File: config.mk
export PLATFORM = sky130hd
export DESIGN_NAME = ccp_unit
export DESIGN_NICKNAME = d
export VERILOG_FILES = /design/src/rtl/ccp_pkg.sv /design/src/rtl/ccp_unit.sv
export SDC_FILE = /design/constraint.sdc
export NUM_CORES = 1
export LEC_CHECK = 0
export BUFFER_PORTS_ARGS = -buffer_cell sky130_fd_sc_hd__buf_2
export CORE_ASPECT_RATIO = 1.5
export CORE_MARGIN = 8
export CORE_UTILIZATION = 48
export DETAILED_ROUTE_END_ITERATION = 7
export PLACE_DENSITY = 0.78
export SYNTH_ARGS = -nofsm -noshare
export SYNTH_HDL_FRONTEND = slang
export SYNTH_SLANG_ARGS = --single-unit
export TNS_END_PERCENT = 30
File: constraint.sdc
create_clock -name i_sys_clk -period 3.14 [get_ports i_sys_clk]
set_input_delay 0.628 -clock i_sys_clk [delete_from_list [all_inputs] [get_ports i_sys_clk]]
set_output_delay 0.628 -clock i_sys_clk [all_outputs]
set_load 0.02 [all_outputs]
File: src/rtl/ccp_pkg.sv
package ccp_pkg;

   localparam int unsigned ADDR_W         = 8;
   localparam logic [ADDR_W-1:0] OFF_CONTROL = 8'h00;
   localparam logic [ADDR_W-1:0] OFF_CMP_LOW = 8'h04;
   localparam logic [ADDR_W-1:0] OFF_CMP_HIGH = 8'h08;
   localparam logic [ADDR_W-1:0] OFF_STATUS  = 8'h0C;
   localparam logic [ADDR_W-1:0] OFF_TMR_SEL = 8'h10;
   localparam logic [ADDR_W-1:0] OFF_ALT_PIN = 8'h14;

   localparam int unsigned CTL_EOM_LSB   = 6;
   localparam int unsigned CTL_DUTY_LSB  = 4;
   localparam int unsigned STAT_FLAG_BIT = 0;
   localparam int unsigned STAT_PIN_BIT  = 1;
   localparam int unsigned STAT_PEND_BIT = 2;

   localparam logic [7:0]  RST_CONTROL  = 8'h00;
   localparam logic [7:0]  RST_CMP_BYTE = 8'h00;
   localparam logic [1:0]  RST_TMR_SEL  = 2'h0;
   localparam logic [9:0]  RST_DUTY     = 10'h000;

   localparam logic [1:0]  RESP_OKAY    = 2'h0;
   localparam logic [1:0]  RESP_SLVERR  = 2'h2;

   typedef enum logic [3:0] {
      MODE_OFF      = 4'b0000,
      MODE_TOGGLE   = 4'b0010,
      MODE_SET      = 4'b1000,
      MODE_CLEAR    = 4'b1001,
      MODE_SOFT_INT = 4'b1010,
      MODE_SPECIAL  = 4'b1011
   } ccp_mode_type;

   typedef struct packed {
      logic [ADDR_W-1:0] awaddr;
      logic              awvalid;
      logic [31:0]       wdata;
      logic [3:0]        wstrb;
      logic              wvalid;
      logic              bready;
      logic [ADDR_W-1:0] araddr;
      logic              arvalid;
      logic              rready;
   } ccp_axi_req_type;

   typedef struct packed {
      logic        awready;
      logic        wready;
      logic [1:0]  bresp;
      logic        bvalid;
      logic        arready;
      logic [31:0] rdata;
      logic [1:0]  rresp;
      logic        rvalid;
   } ccp_axi_rsp_type;

   typedef struct packed {
      logic [7:0] count;
      logic [1:0] fine;
      logic       period_match;
   } ccp_pwm_base_type;

endpackage : ccp_pkg

File: src/rtl/ccp_unit.sv
`timescale 1ns/10ps
module ccp_unit
   import ccp_pkg::*;
#(
   parameter bit ENHANCED   = 1'b0,
   parameter bit FIFTH_UNIT = 1'b0
)
(
   input  wire logic             i_sys_clk,
   input  wire logic             i_rst_n,
   input  wire ccp_axi_req_type  i_axi,
   output ccp_axi_rsp_type       o_axi,
   input  wire logic [15:0]      i_tmr_count,
   input  wire logic             i_tmr_clk_rise,
   input  wire logic             i_sleep,
   input  wire logic             i_adc_enabled,
   input  wire ccp_pwm_base_type i_pwm_base [3],
   output logic                  o_tmr_clear,
   output logic                  o_tmr_ovf_inhibit,
   output logic                  o_special_event,
   output logic                  o_adc_start,
   output logic                  o_match_flag,
   output logic                  o_pin_out,
   output logic                  o_pin_oe,
   output logic                  o_pin_alt_sel
);

   function automatic logic is_pwm(input logic [3:0] mode);
      is_pwm = (mode[3:2] == 2'b11);
   endfunction : is_pwm

   function automatic logic drives_pin(input logic [3:0] mode);
      drives_pin = is_pwm(mode) || (mode == MODE_TOGGLE) || (mode == MODE_SET) || (mode == MODE_CLEAR);
   endfunction : drives_pin

   logic [7:0]      control_q,  control_d;
   logic [7:0]      cmp_lo_q,   cmp_lo_d;
   logic [7:0]      cmp_hi_q,   cmp_hi_d;
   logic [1:0]      tmr_sel_q,  tmr_sel_d;
   logic            alt_q,      alt_d;
   logic            flag_q,     flag_d;
   logic            eq_q,       eq_d;
   logic            pend_q,     pend_d;
   logic            cmp_out_q,  cmp_out_d;
   logic [9:0]      duty_q,     duty_d;
   logic            pwm_out_q,  pwm_out_d;
   logic            clr_q,      clr_d;
   logic            sev_q,      sev_d;
   logic            adc_q,      adc_d;
   logic            pin_q,      pin_d;
   logic            oe_q,       oe_d;
   ccp_axi_rsp_type axi_q,      axi_d;

   logic [3:0]       mode;
   logic             equal;
   logic             match;
   logic             wr_go;
   logic             rd_go;
   logic             wr_hit;
   logic             rd_hit;
   logic [31:0]      rd_val;
   ccp_pwm_base_type base;
   logic [9:0]       time_base;

   always_comb
   begin
      mode      = control_q[3:0];
      base      = (tmr_sel_q == 2'd1) ? i_pwm_base[1] :
                  (tmr_sel_q == 2'd2) ? i_pwm_base[2] : i_pwm_base[0];
      time_base = {base.count, base.fine};
      equal     = (i_tmr_count == {cmp_hi_q, cmp_lo_q}) && !is_pwm(mode) && (mode != MODE_OFF);
      match     = equal && !eq_q && !i_sleep;

      wr_go  = axi_q.awready && i_axi.awvalid && i_axi.wvalid;
      rd_go  = axi_q.arready && i_axi.arvalid;
      wr_hit = (i_axi.awaddr == OFF_CONTROL) || (i_axi.awaddr == OFF_CMP_LOW) ||
               (i_axi.awaddr == OFF_CMP_HIGH) || (i_axi.awaddr == OFF_STATUS) ||
               (i_axi.awaddr == OFF_TMR_SEL) || (i_axi.awaddr == OFF_ALT_PIN);
      rd_hit = 1'b1;
      rd_val = 32'h0000_0000;
      case (i_axi.araddr)
         OFF_CONTROL:  rd_val[7:0] = control_q;
         OFF_CMP_LOW:  rd_val[7:0] = cmp_lo_q;
         OFF_CMP_HIGH: rd_val[7:0] = is_pwm(mode) ? duty_q[9:2] : cmp_hi_q;
         OFF_STATUS:   rd_val[2:0] = {pend_q, pin_q, flag_q};
         OFF_TMR_SEL:  rd_val[1:0] = tmr_sel_q;
         OFF_ALT_PIN:  rd_val[0]   = alt_q;
         default:      rd_hit      = 1'b0;
      endcase

      control_d = control_q;
      cmp_lo_d  = cmp_lo_q;
      cmp_hi_d  = cmp_hi_q;
      tmr_sel_d = tmr_sel_q;
      alt_d     = alt_q;
      cmp_out_d = cmp_out_q;
      flag_d    = flag_q;
      if (wr_go && i_axi.wstrb[0])
      begin
         case (i_axi.awaddr)
            OFF_CONTROL:
            begin
               control_d = i_axi.wdata[7:0];
               if (!ENHANCED)
               begin
                  control_d[7:CTL_EOM_LSB] = 2'b00;
               end
               if (i_axi.wdata[7:0] == 8'h00)
               begin
                  cmp_out_d = 1'b0;
               end
               else if (i_axi.wdata[3:0] == MODE_SET)
               begin
                  cmp_out_d = 1'b0;
               end
               else if (i_axi.wdata[3:0] == MODE_CLEAR)
               begin
                  cmp_out_d = 1'b1;
               end
            end
            OFF_CMP_LOW:  cmp_lo_d  = i_axi.wdata[7:0];
            OFF_CMP_HIGH:
            begin
               if (!is_pwm(mode))
               begin
                  cmp_hi_d = i_axi.wdata[7:0];
               end
            end
            OFF_STATUS:
            begin
               if (i_axi.wdata[STAT_FLAG_BIT])
               begin
                  flag_d = 1'b0;
               end
            end
            OFF_TMR_SEL:  tmr_sel_d = i_axi.wdata[1:0];
            OFF_ALT_PIN:  alt_d     = i_axi.wdata[0];
            default:      alt_d     = alt_q;
         endcase
      end

      // A match in the same cycle as a software clear keeps the flag set.
      if (match)
      begin
         flag_d = 1'b1;
         case (mode)
            MODE_TOGGLE: cmp_out_d = !cmp_out_q;
            MODE_SET:    cmp_out_d = 1'b1;
            MODE_CLEAR:  cmp_out_d = 1'b0;
            default:     cmp_out_d = cmp_out_d;
         endcase
      end

      eq_d  = equal;
      sev_d = match && (mode == MODE_SPECIAL);
      adc_d = sev_d && FIFTH_UNIT && i_adc_enabled;

      // The reset waits for the timer's own edge and is abandoned once equality is lost.
      // A timer edge in the match cycle itself is already the next edge, so a timer
      // that ticks on every clock is still reset instead of running past the period.
      pend_d = pend_q;
      clr_d  = 1'b0;
      if (!equal || (mode != MODE_SPECIAL))
      begin
         pend_d = 1'b0;
      end
      else if ((pend_q || match) && i_tmr_clk_rise)
      begin
         pend_d = 1'b0;
         clr_d  = 1'b1;
      end
      else if (match)
      begin
         pend_d = 1'b1;
      end

      // Duty is taken only at a period boundary, so a mid-period write cannot glitch the pin.
      duty_d    = duty_q;
      pwm_out_d = pwm_out_q;
      if (!is_pwm(mode))
      begin
         pwm_out_d = 1'b0;
      end
      else if (base.period_match)
      begin
         duty_d    = {cmp_lo_q, control_q[CTL_DUTY_LSB +: 2]};
         pwm_out_d = (duty_d != 10'h000);
      end
      else if (time_base == duty_q)
      begin
         pwm_out_d = 1'b0;
      end

      oe_d  = drives_pin(control_d[3:0]);
      pin_d = is_pwm(control_d[3:0]) ? pwm_out_d : cmp_out_d;

      // Ready waits for both write halves, so a lone address never leaves a half-taken write.
      axi_d         = axi_q;
      axi_d.awready = i_axi.awvalid && i_axi.wvalid && !axi_q.awready && !axi_q.bvalid;
      axi_d.wready  = axi_d.awready;
      axi_d.arready = i_axi.arvalid && !axi_q.arready && !axi_q.rvalid;
      if (axi_q.bvalid && i_axi.bready)
      begin
         axi_d.bvalid = 1'b0;
      end
      if (wr_go)
      begin
         axi_d.bvalid = 1'b1;
         axi_d.bresp  = wr_hit ? RESP_OKAY : RESP_SLVERR;
      end
      if (axi_q.rvalid && i_axi.rready)
      begin
         axi_d.rvalid = 1'b0;
      end
      if (rd_go)
      begin
         axi_d.rvalid = 1'b1;
         axi_d.rdata  = rd_val;
         axi_d.rresp  = rd_hit ? RESP_OKAY : RESP_SLVERR;
      end
   end

   always_ff @(posedge i_sys_clk)
   begin
      if (!i_rst_n)
      begin
         control_q <= RST_CONTROL;
         cmp_lo_q  <= RST_CMP_BYTE;
         cmp_hi_q  <= RST_CMP_BYTE;
         tmr_sel_q <= RST_TMR_SEL;
         alt_q     <= 1'b0;
         flag_q    <= 1'b0;
         eq_q      <= 1'b0;
         pend_q    <= 1'b0;
         cmp_out_q <= 1'b0;
         duty_q    <= RST_DUTY;
         pwm_out_q <= 1'b0;
         clr_q     <= 1'b0;
         sev_q     <= 1'b0;
         adc_q     <= 1'b0;
         pin_q     <= 1'b0;
         oe_q      <= 1'b0;
         axi_q     <= '0;
      end
      else
      begin
         control_q <= control_d;
         cmp_lo_q  <= cmp_lo_d;
         cmp_hi_q  <= cmp_hi_d;
         tmr_sel_q <= tmr_sel_d;
         alt_q     <= alt_d;
         flag_q    <= flag_d;
         eq_q      <= eq_d;
         pend_q    <= pend_d;
         cmp_out_q <= cmp_out_d;
         duty_q    <= duty_d;
         pwm_out_q <= pwm_out_d;
         clr_q     <= clr_d;
         sev_q     <= sev_d;
         adc_q     <= adc_d;
         pin_q     <= pin_d;
         oe_q      <= oe_d;
         axi_q     <= axi_d;
      end
   end

   // The clear pulse is a load of zero, never a wrap, so the overflow flag stays quiet.
   always_comb
   begin
      o_axi             = axi_q;
      o_tmr_clear       = clr_q;
      o_tmr_ovf_inhibit = clr_q;
      o_special_event   = sev_q;
      o_adc_start       = adc_q;
      o_match_flag      = flag_q;
      o_pin_out         = pin_q;
      o_pin_oe          = oe_q;
      o_pin_alt_sel     = alt_q;
   end

endmodule : ccp_unit

# After elaboration in Yosys (flattened, before gate mapping)
# Index checks and enable logic that the tools add are counted.
dict set report word_totals {
  reg_bits 60
  in_bits 111
  elab_cells 139
}
dict set report classes {
  eq_ne 26
  muxes 32
  n_bitwise 2
  reduce_logical 56
}
# cell n
set op_table {}
lappend op_table {{== test 8 x 4 -> 1 bit (second input constant)} 4}
lappend op_table {{== test 8 x 5 -> 1 bit (second input constant)} 4}
lappend op_table {{== test 4 bit (second input constant)} 7}
lappend op_table {{zero test 8 bit} 3}
lappend op_table {{2-to-1 mux 11 bit} 2}
lappend op_table {{2-to-1 mux 1 bit} 20}
lappend op_table {{logical AND 1 bit} 17}
lappend op_table {{== test 16 bit} 1}
lappend op_table {{== test 8 x 3 -> 1 bit (second input constant)} 2}
lappend op_table {{one-hot mux 5 bit (3 select lines)} 1}
lappend op_table {{== test 10 bit} 1}
lappend op_table {{logical OR 1 bit} 10}
lappend op_table {{AND reduction 2 bit} 5}
lappend op_table {{nonzero test 10 bit} 1}
lappend op_table {{nonzero test 2 bit} 5}
lappend op_table {{zero test 1 bit} 9}
lappend op_table {{== test 4 x 2 -> 1 bit (second input constant)} 2}
lappend op_table {{2-to-1 mux 4 bit} 2}
lappend op_table {{2-to-1 mux 8 bit} 1}
lappend op_table {{== test 2 bit (second input constant)} 3}
lappend op_table {{one-hot mux 1 bit (6 select lines)} 1}
lappend op_table {{AND reduction 3 bit} 2}
lappend op_table {{OR reduction 6 bit} 1}
lappend op_table {{one-hot mux 1 bit (5 select lines)} 1}
lappend op_table {{9 further kinds} 11}

# Longest topological paths before layout
dict set report depth {
  depth_word 9
  ltp_mapped 8
  mapped_depth_nobuf 6
}

# Least setup slack after synthesis
# Ideal clock, no wire load.
dict set report synth_path {
  path_kind {input-to-reg}
  startpoint {input i_axi[49] in the netlist's numbering}
  endpoint {register pin_q, in the netlist o_pin_out}
  arrival_time_ns 2.569
  slack_ns 0.513
  stages 6
  n_path_buf 0
  path_cell_list {or4_4 or4_4 or4b_1 a21oi_1 a21o_1 mux2_2}
}
dict set report synth_via {
  elab_chain_len 6
  elab_cells_between_ends 9
  cone_classes {1 x eq/ne; 7 x mux; 1 x reduce/logical}
}
# item line_no
set synth_rtl {}
lappend synth_rtl {{start: declaration} ccp_unit.sv:11} ;# input wire ccp_axi_req_type i_axi,
lappend synth_rtl {{zero test 8 bit (*)} ccp_unit.sv:100} ;# case (i_axi.awaddr)
lappend synth_rtl {{2-to-1 mux 1 bit} ccp_unit.sv:100}
lappend synth_rtl {{2-to-1 mux 1 bit} ccp_unit.sv:98} ;# if (wr_go && i_axi.wstrb[0])
lappend synth_rtl {{one-hot mux 1 bit (3 select lines)} ccp_unit.sv:146} ;# case (mode)
lappend synth_rtl {{2-to-1 mux 1 bit} ccp_unit.sv:143} ;# if (match)
lappend synth_rtl {{2-to-1 mux 1 bit (*)} ccp_unit.sv:195} ;# pin_d = is_pwm(control_d[3:0]) ? pwm_out_d : cmp_out_d;
lappend synth_rtl {{end signal: assignment} ccp_unit.sv:261} ;# pin_q <= pin_d;
lappend synth_rtl {{end: declaration} ccp_unit.sv:50} ;# logic pin_q, pin_d;
# Every way passes the cells marked *; elsewhere a longest branch is shown, timed or not.
# A chain may end at the register's enable or synchronous reset.

# Worst setup path in the final report
# Ends and elaborated chain as after synthesis.

==> flow_summary_export.csv <==
group,metric,value,unit
status,status,"finished clean",
global_routing,grt_max_degree,25,
clock_tree,cts_resized,0,
timing,fin_crit,2.52,ns
timing,skew,0.00635,ns
worst_setup_path,path_class,"primary input to flip-flop",
placement,io_buffer_count,104,
logic_synthesis,syn_area,3620,µm²
timing,post-route-period-util,80.4,%
timing,finalMaxSlewViolations,0,
clock_tree,numCtsBuffers,9,
placement,dp_hpwl,7.99,mm
floorplan,rows,39,
clock_tree,holdBufCountCts,0,
drt,first_iter_violations,228,
cells_and_area,final_area,4430,µm²
logic_synthesis,synthAdderAreaFrac,0,%
timing,max_freq,396,MHz
clock_tree,htree_levels,3,
clock_tree,clkLatencyLatePin,0.33,ns
clock_tree,cts_sinks,58,
timing,hold_slack,0.455,ns
placement,dpl_cell_area,4130,µm²
cells_and_area,drive_above_1_share,26.6,%
worst_setup_path,path_max_fanout,4,
worst_setup_path,start_kind,"primary input",
drt,viasPerCell,5.36,
worst_setup_path,cp-end-kind,"flip-flop",
cells_and_area,mostFrequentLayoutCells,"buf_2 (104), mux2i_1 (63), dfxtp_1 (58), nand2_1 (37), nor2b_1 (36)",
logic_synthesis,synthXorXnorAreaFrac,5.32,%
logic_synthesis,synth-seq-cells,58,
global_routing,grt_pass1_vias,3426,
floorplan,coreArea,7470,µm²
logic_synthesis,ys_warn_count,0,
cells_and_area,antenna_cells,0,
drt,via_count,3308,
logic_synthesis,syn-instance-count,412,
global_routing,antenna_found_initial,0,
clock_tree,cts_setup_buffers,0,
drt,ant_nets,0,
logic_synthesis,ys_top_cells_by_area,"dfxtp_1 (32%), mux2i_1 (17%), nor2b_1 (6.2%), buf_4 (6.0%), xor2_1 (5.3%)",
floorplan,initial_core_util,48.6,%
timing,setup_viol_count_final,0,
logic_synthesis,synth_top_area_share,32.0,%
timing,fin_ws,0.617,ns
cells_and_area,nNetsFinal,621,
timing,slew_headroom,39.3,%
logic_synthesis,seq_area_frac_synth,32.0,%
drt,wl_per_cell,16.7,µm
floorplan,die_h,122,µm
logic_synthesis,synth-edff-count,0,
power_and_ir_drop,leakagePower,0.00196,µW
clock_tree,cts_tree,"done",
worst_setup_path,cp.required,3.41,ns
floorplan,io_pins,160,
logic_synthesis,avgSynthCellArea,8.80,µm²
cells_and_area,area_growth,22.3,%
worst_setup_path,cp.arrival,2.79,ns
clock_tree,clockRootBuffer,"clkbuf_16",
logic_synthesis,yosys_most_used_dff,"dfxtp_1",
drt,dr.pass1.iters,4,
logic_synthesis,synth_top_cell_by_area,"dfxtp_1",
clock_tree,path_clk_slew,0.05,ns
floorplan,die-area,10600,µm²
power_and_ir_drop,vdd_ir_drop_max,0.488,mV
min_path,worstHoldPathType,"flip-flop to flip-flop",
worst_setup_path,ff2ff_setup_slack,0.73,ns
logic_synthesis,synthArstFlopShare,0,%
logic_synthesis,muxShareOfSynthArea,19.9,%
logic_synthesis,synth_top_family_by_area,"simple AND/OR/NAND/NOR gates",
clock_tree,clockBufferDepth,2,
timing,hold_violations,0,
logic_synthesis,synth_compound_area_share,11.6,%
global_routing,grtUsageTotal,19.3,%
drt,wl,10.3,mm
cells_and_area,final_common_cell,"buf_2",
floorplan,die_w,87.0,µm
drt,drc,0,
global_routing,grt_overflow,0,
global_routing,grt_pass1_wl,16.0,mm
power_and_ir_drop,p_per_area,430,nW/µm²
run,cap_viol_max_count,0,
timing,grt_setup_unrepaired,"false",
logic_synthesis,synth_simple_gate_area_share,22.3,%
timing,setup_tns,0,ns
placement,dp_slack,0.289,ns
timing,tightest_slew,0.910,ns
placement,gp_congestion,0.892,
logic_synthesis,synth_cell_types,49,
-- path summary, 6_finish.rpt --
check,from,to,cells after the start
worst max-delay path,i_axi[49],o_pin_out,7
worst min-delay path,o_axi[36],o_axi[39],1
worst max register to register,tmr_sel_q[1],o_pin_out,5
worst min register to register,o_axi[36],o_axi[39],1
-- cell families after synthesis --
logic type,after synthesis
simple gates,145
mux,69
compound gates,61
flops,58
buf+inv,56
xor+xnor,22
other cells,1
-- sequential cells by signal, summed over array words and instances (netlist names), 2 cells and up --
| register | count |
|---|---|
| cmp_hi_q | 8 |
| cmp_lo_q | 8 |
| control_q | 6 |
| duty_q | 10 |
| o_axi | 14 |
| tmr_sel_q | 2 |
-- power breakdown --
part           leakage, µW  switching [µW]  total [µW]  internal [µW]
Combinational      0.00135             104         178           74.1
Clock             0.000151             337         989            652
Sequential        0.000468            2.25         742            740
Total              0.00196             443        1910           1470
-- critical path, cell delays in order --
cell,delay [ns]
buf_2,0.10
or4_4,0.54
or4_4,0.53
or4b_1,0.51
a21oi_1,0.20
a21o_1,0.15
mux2_2,0.14
-- Yosys cell counts, types with 5 or more instances --
cell type	count
mux2i_1	63
dfxtp_1	58
nand2_1	37
nor2b_1	36
buf_4	29
xor2_1	22
clkbuf_1	20
o21ai_0	16
nor2_1	15
a21boi_0	13
nor4_1	9
nand2b_1	8
nand3_1	8
a22oi_1	6
a21oi_1	5
inv_1	5
-- final cells by class --
type,instances,area (µm²)
well taps,102,128
clock buffers,11,253
repair buffers,112,581
flip-flops and latches,58,1160
clock inverters,5,52.6
fillers,679,3030
multi-input cells,324,2240
inverters,5,18.8
-- layer usage --
metal | vias to the layer above | wire length (µm) | global-route usage, %
met4 | 0 | 374 | 10.6
met5 | - | 0 | 0
met2 | 154 | 5240 | 35.3
met1 | 1519 | 3660 | 18.4
li1 | 1604 | - | -
met3 | 31 | 1020 | 6.30
-- stage by stage --
step	power, µW	instances	utilization, %
after floorplan	879	438	-
after global placement	929	601	55.3
after detailed placement	933	601	55.3
after CTS	1910	617	59.4
after global routing	1960	617	59.4
final	1910	617	59.4
Power figures use the tool's default switching activity.
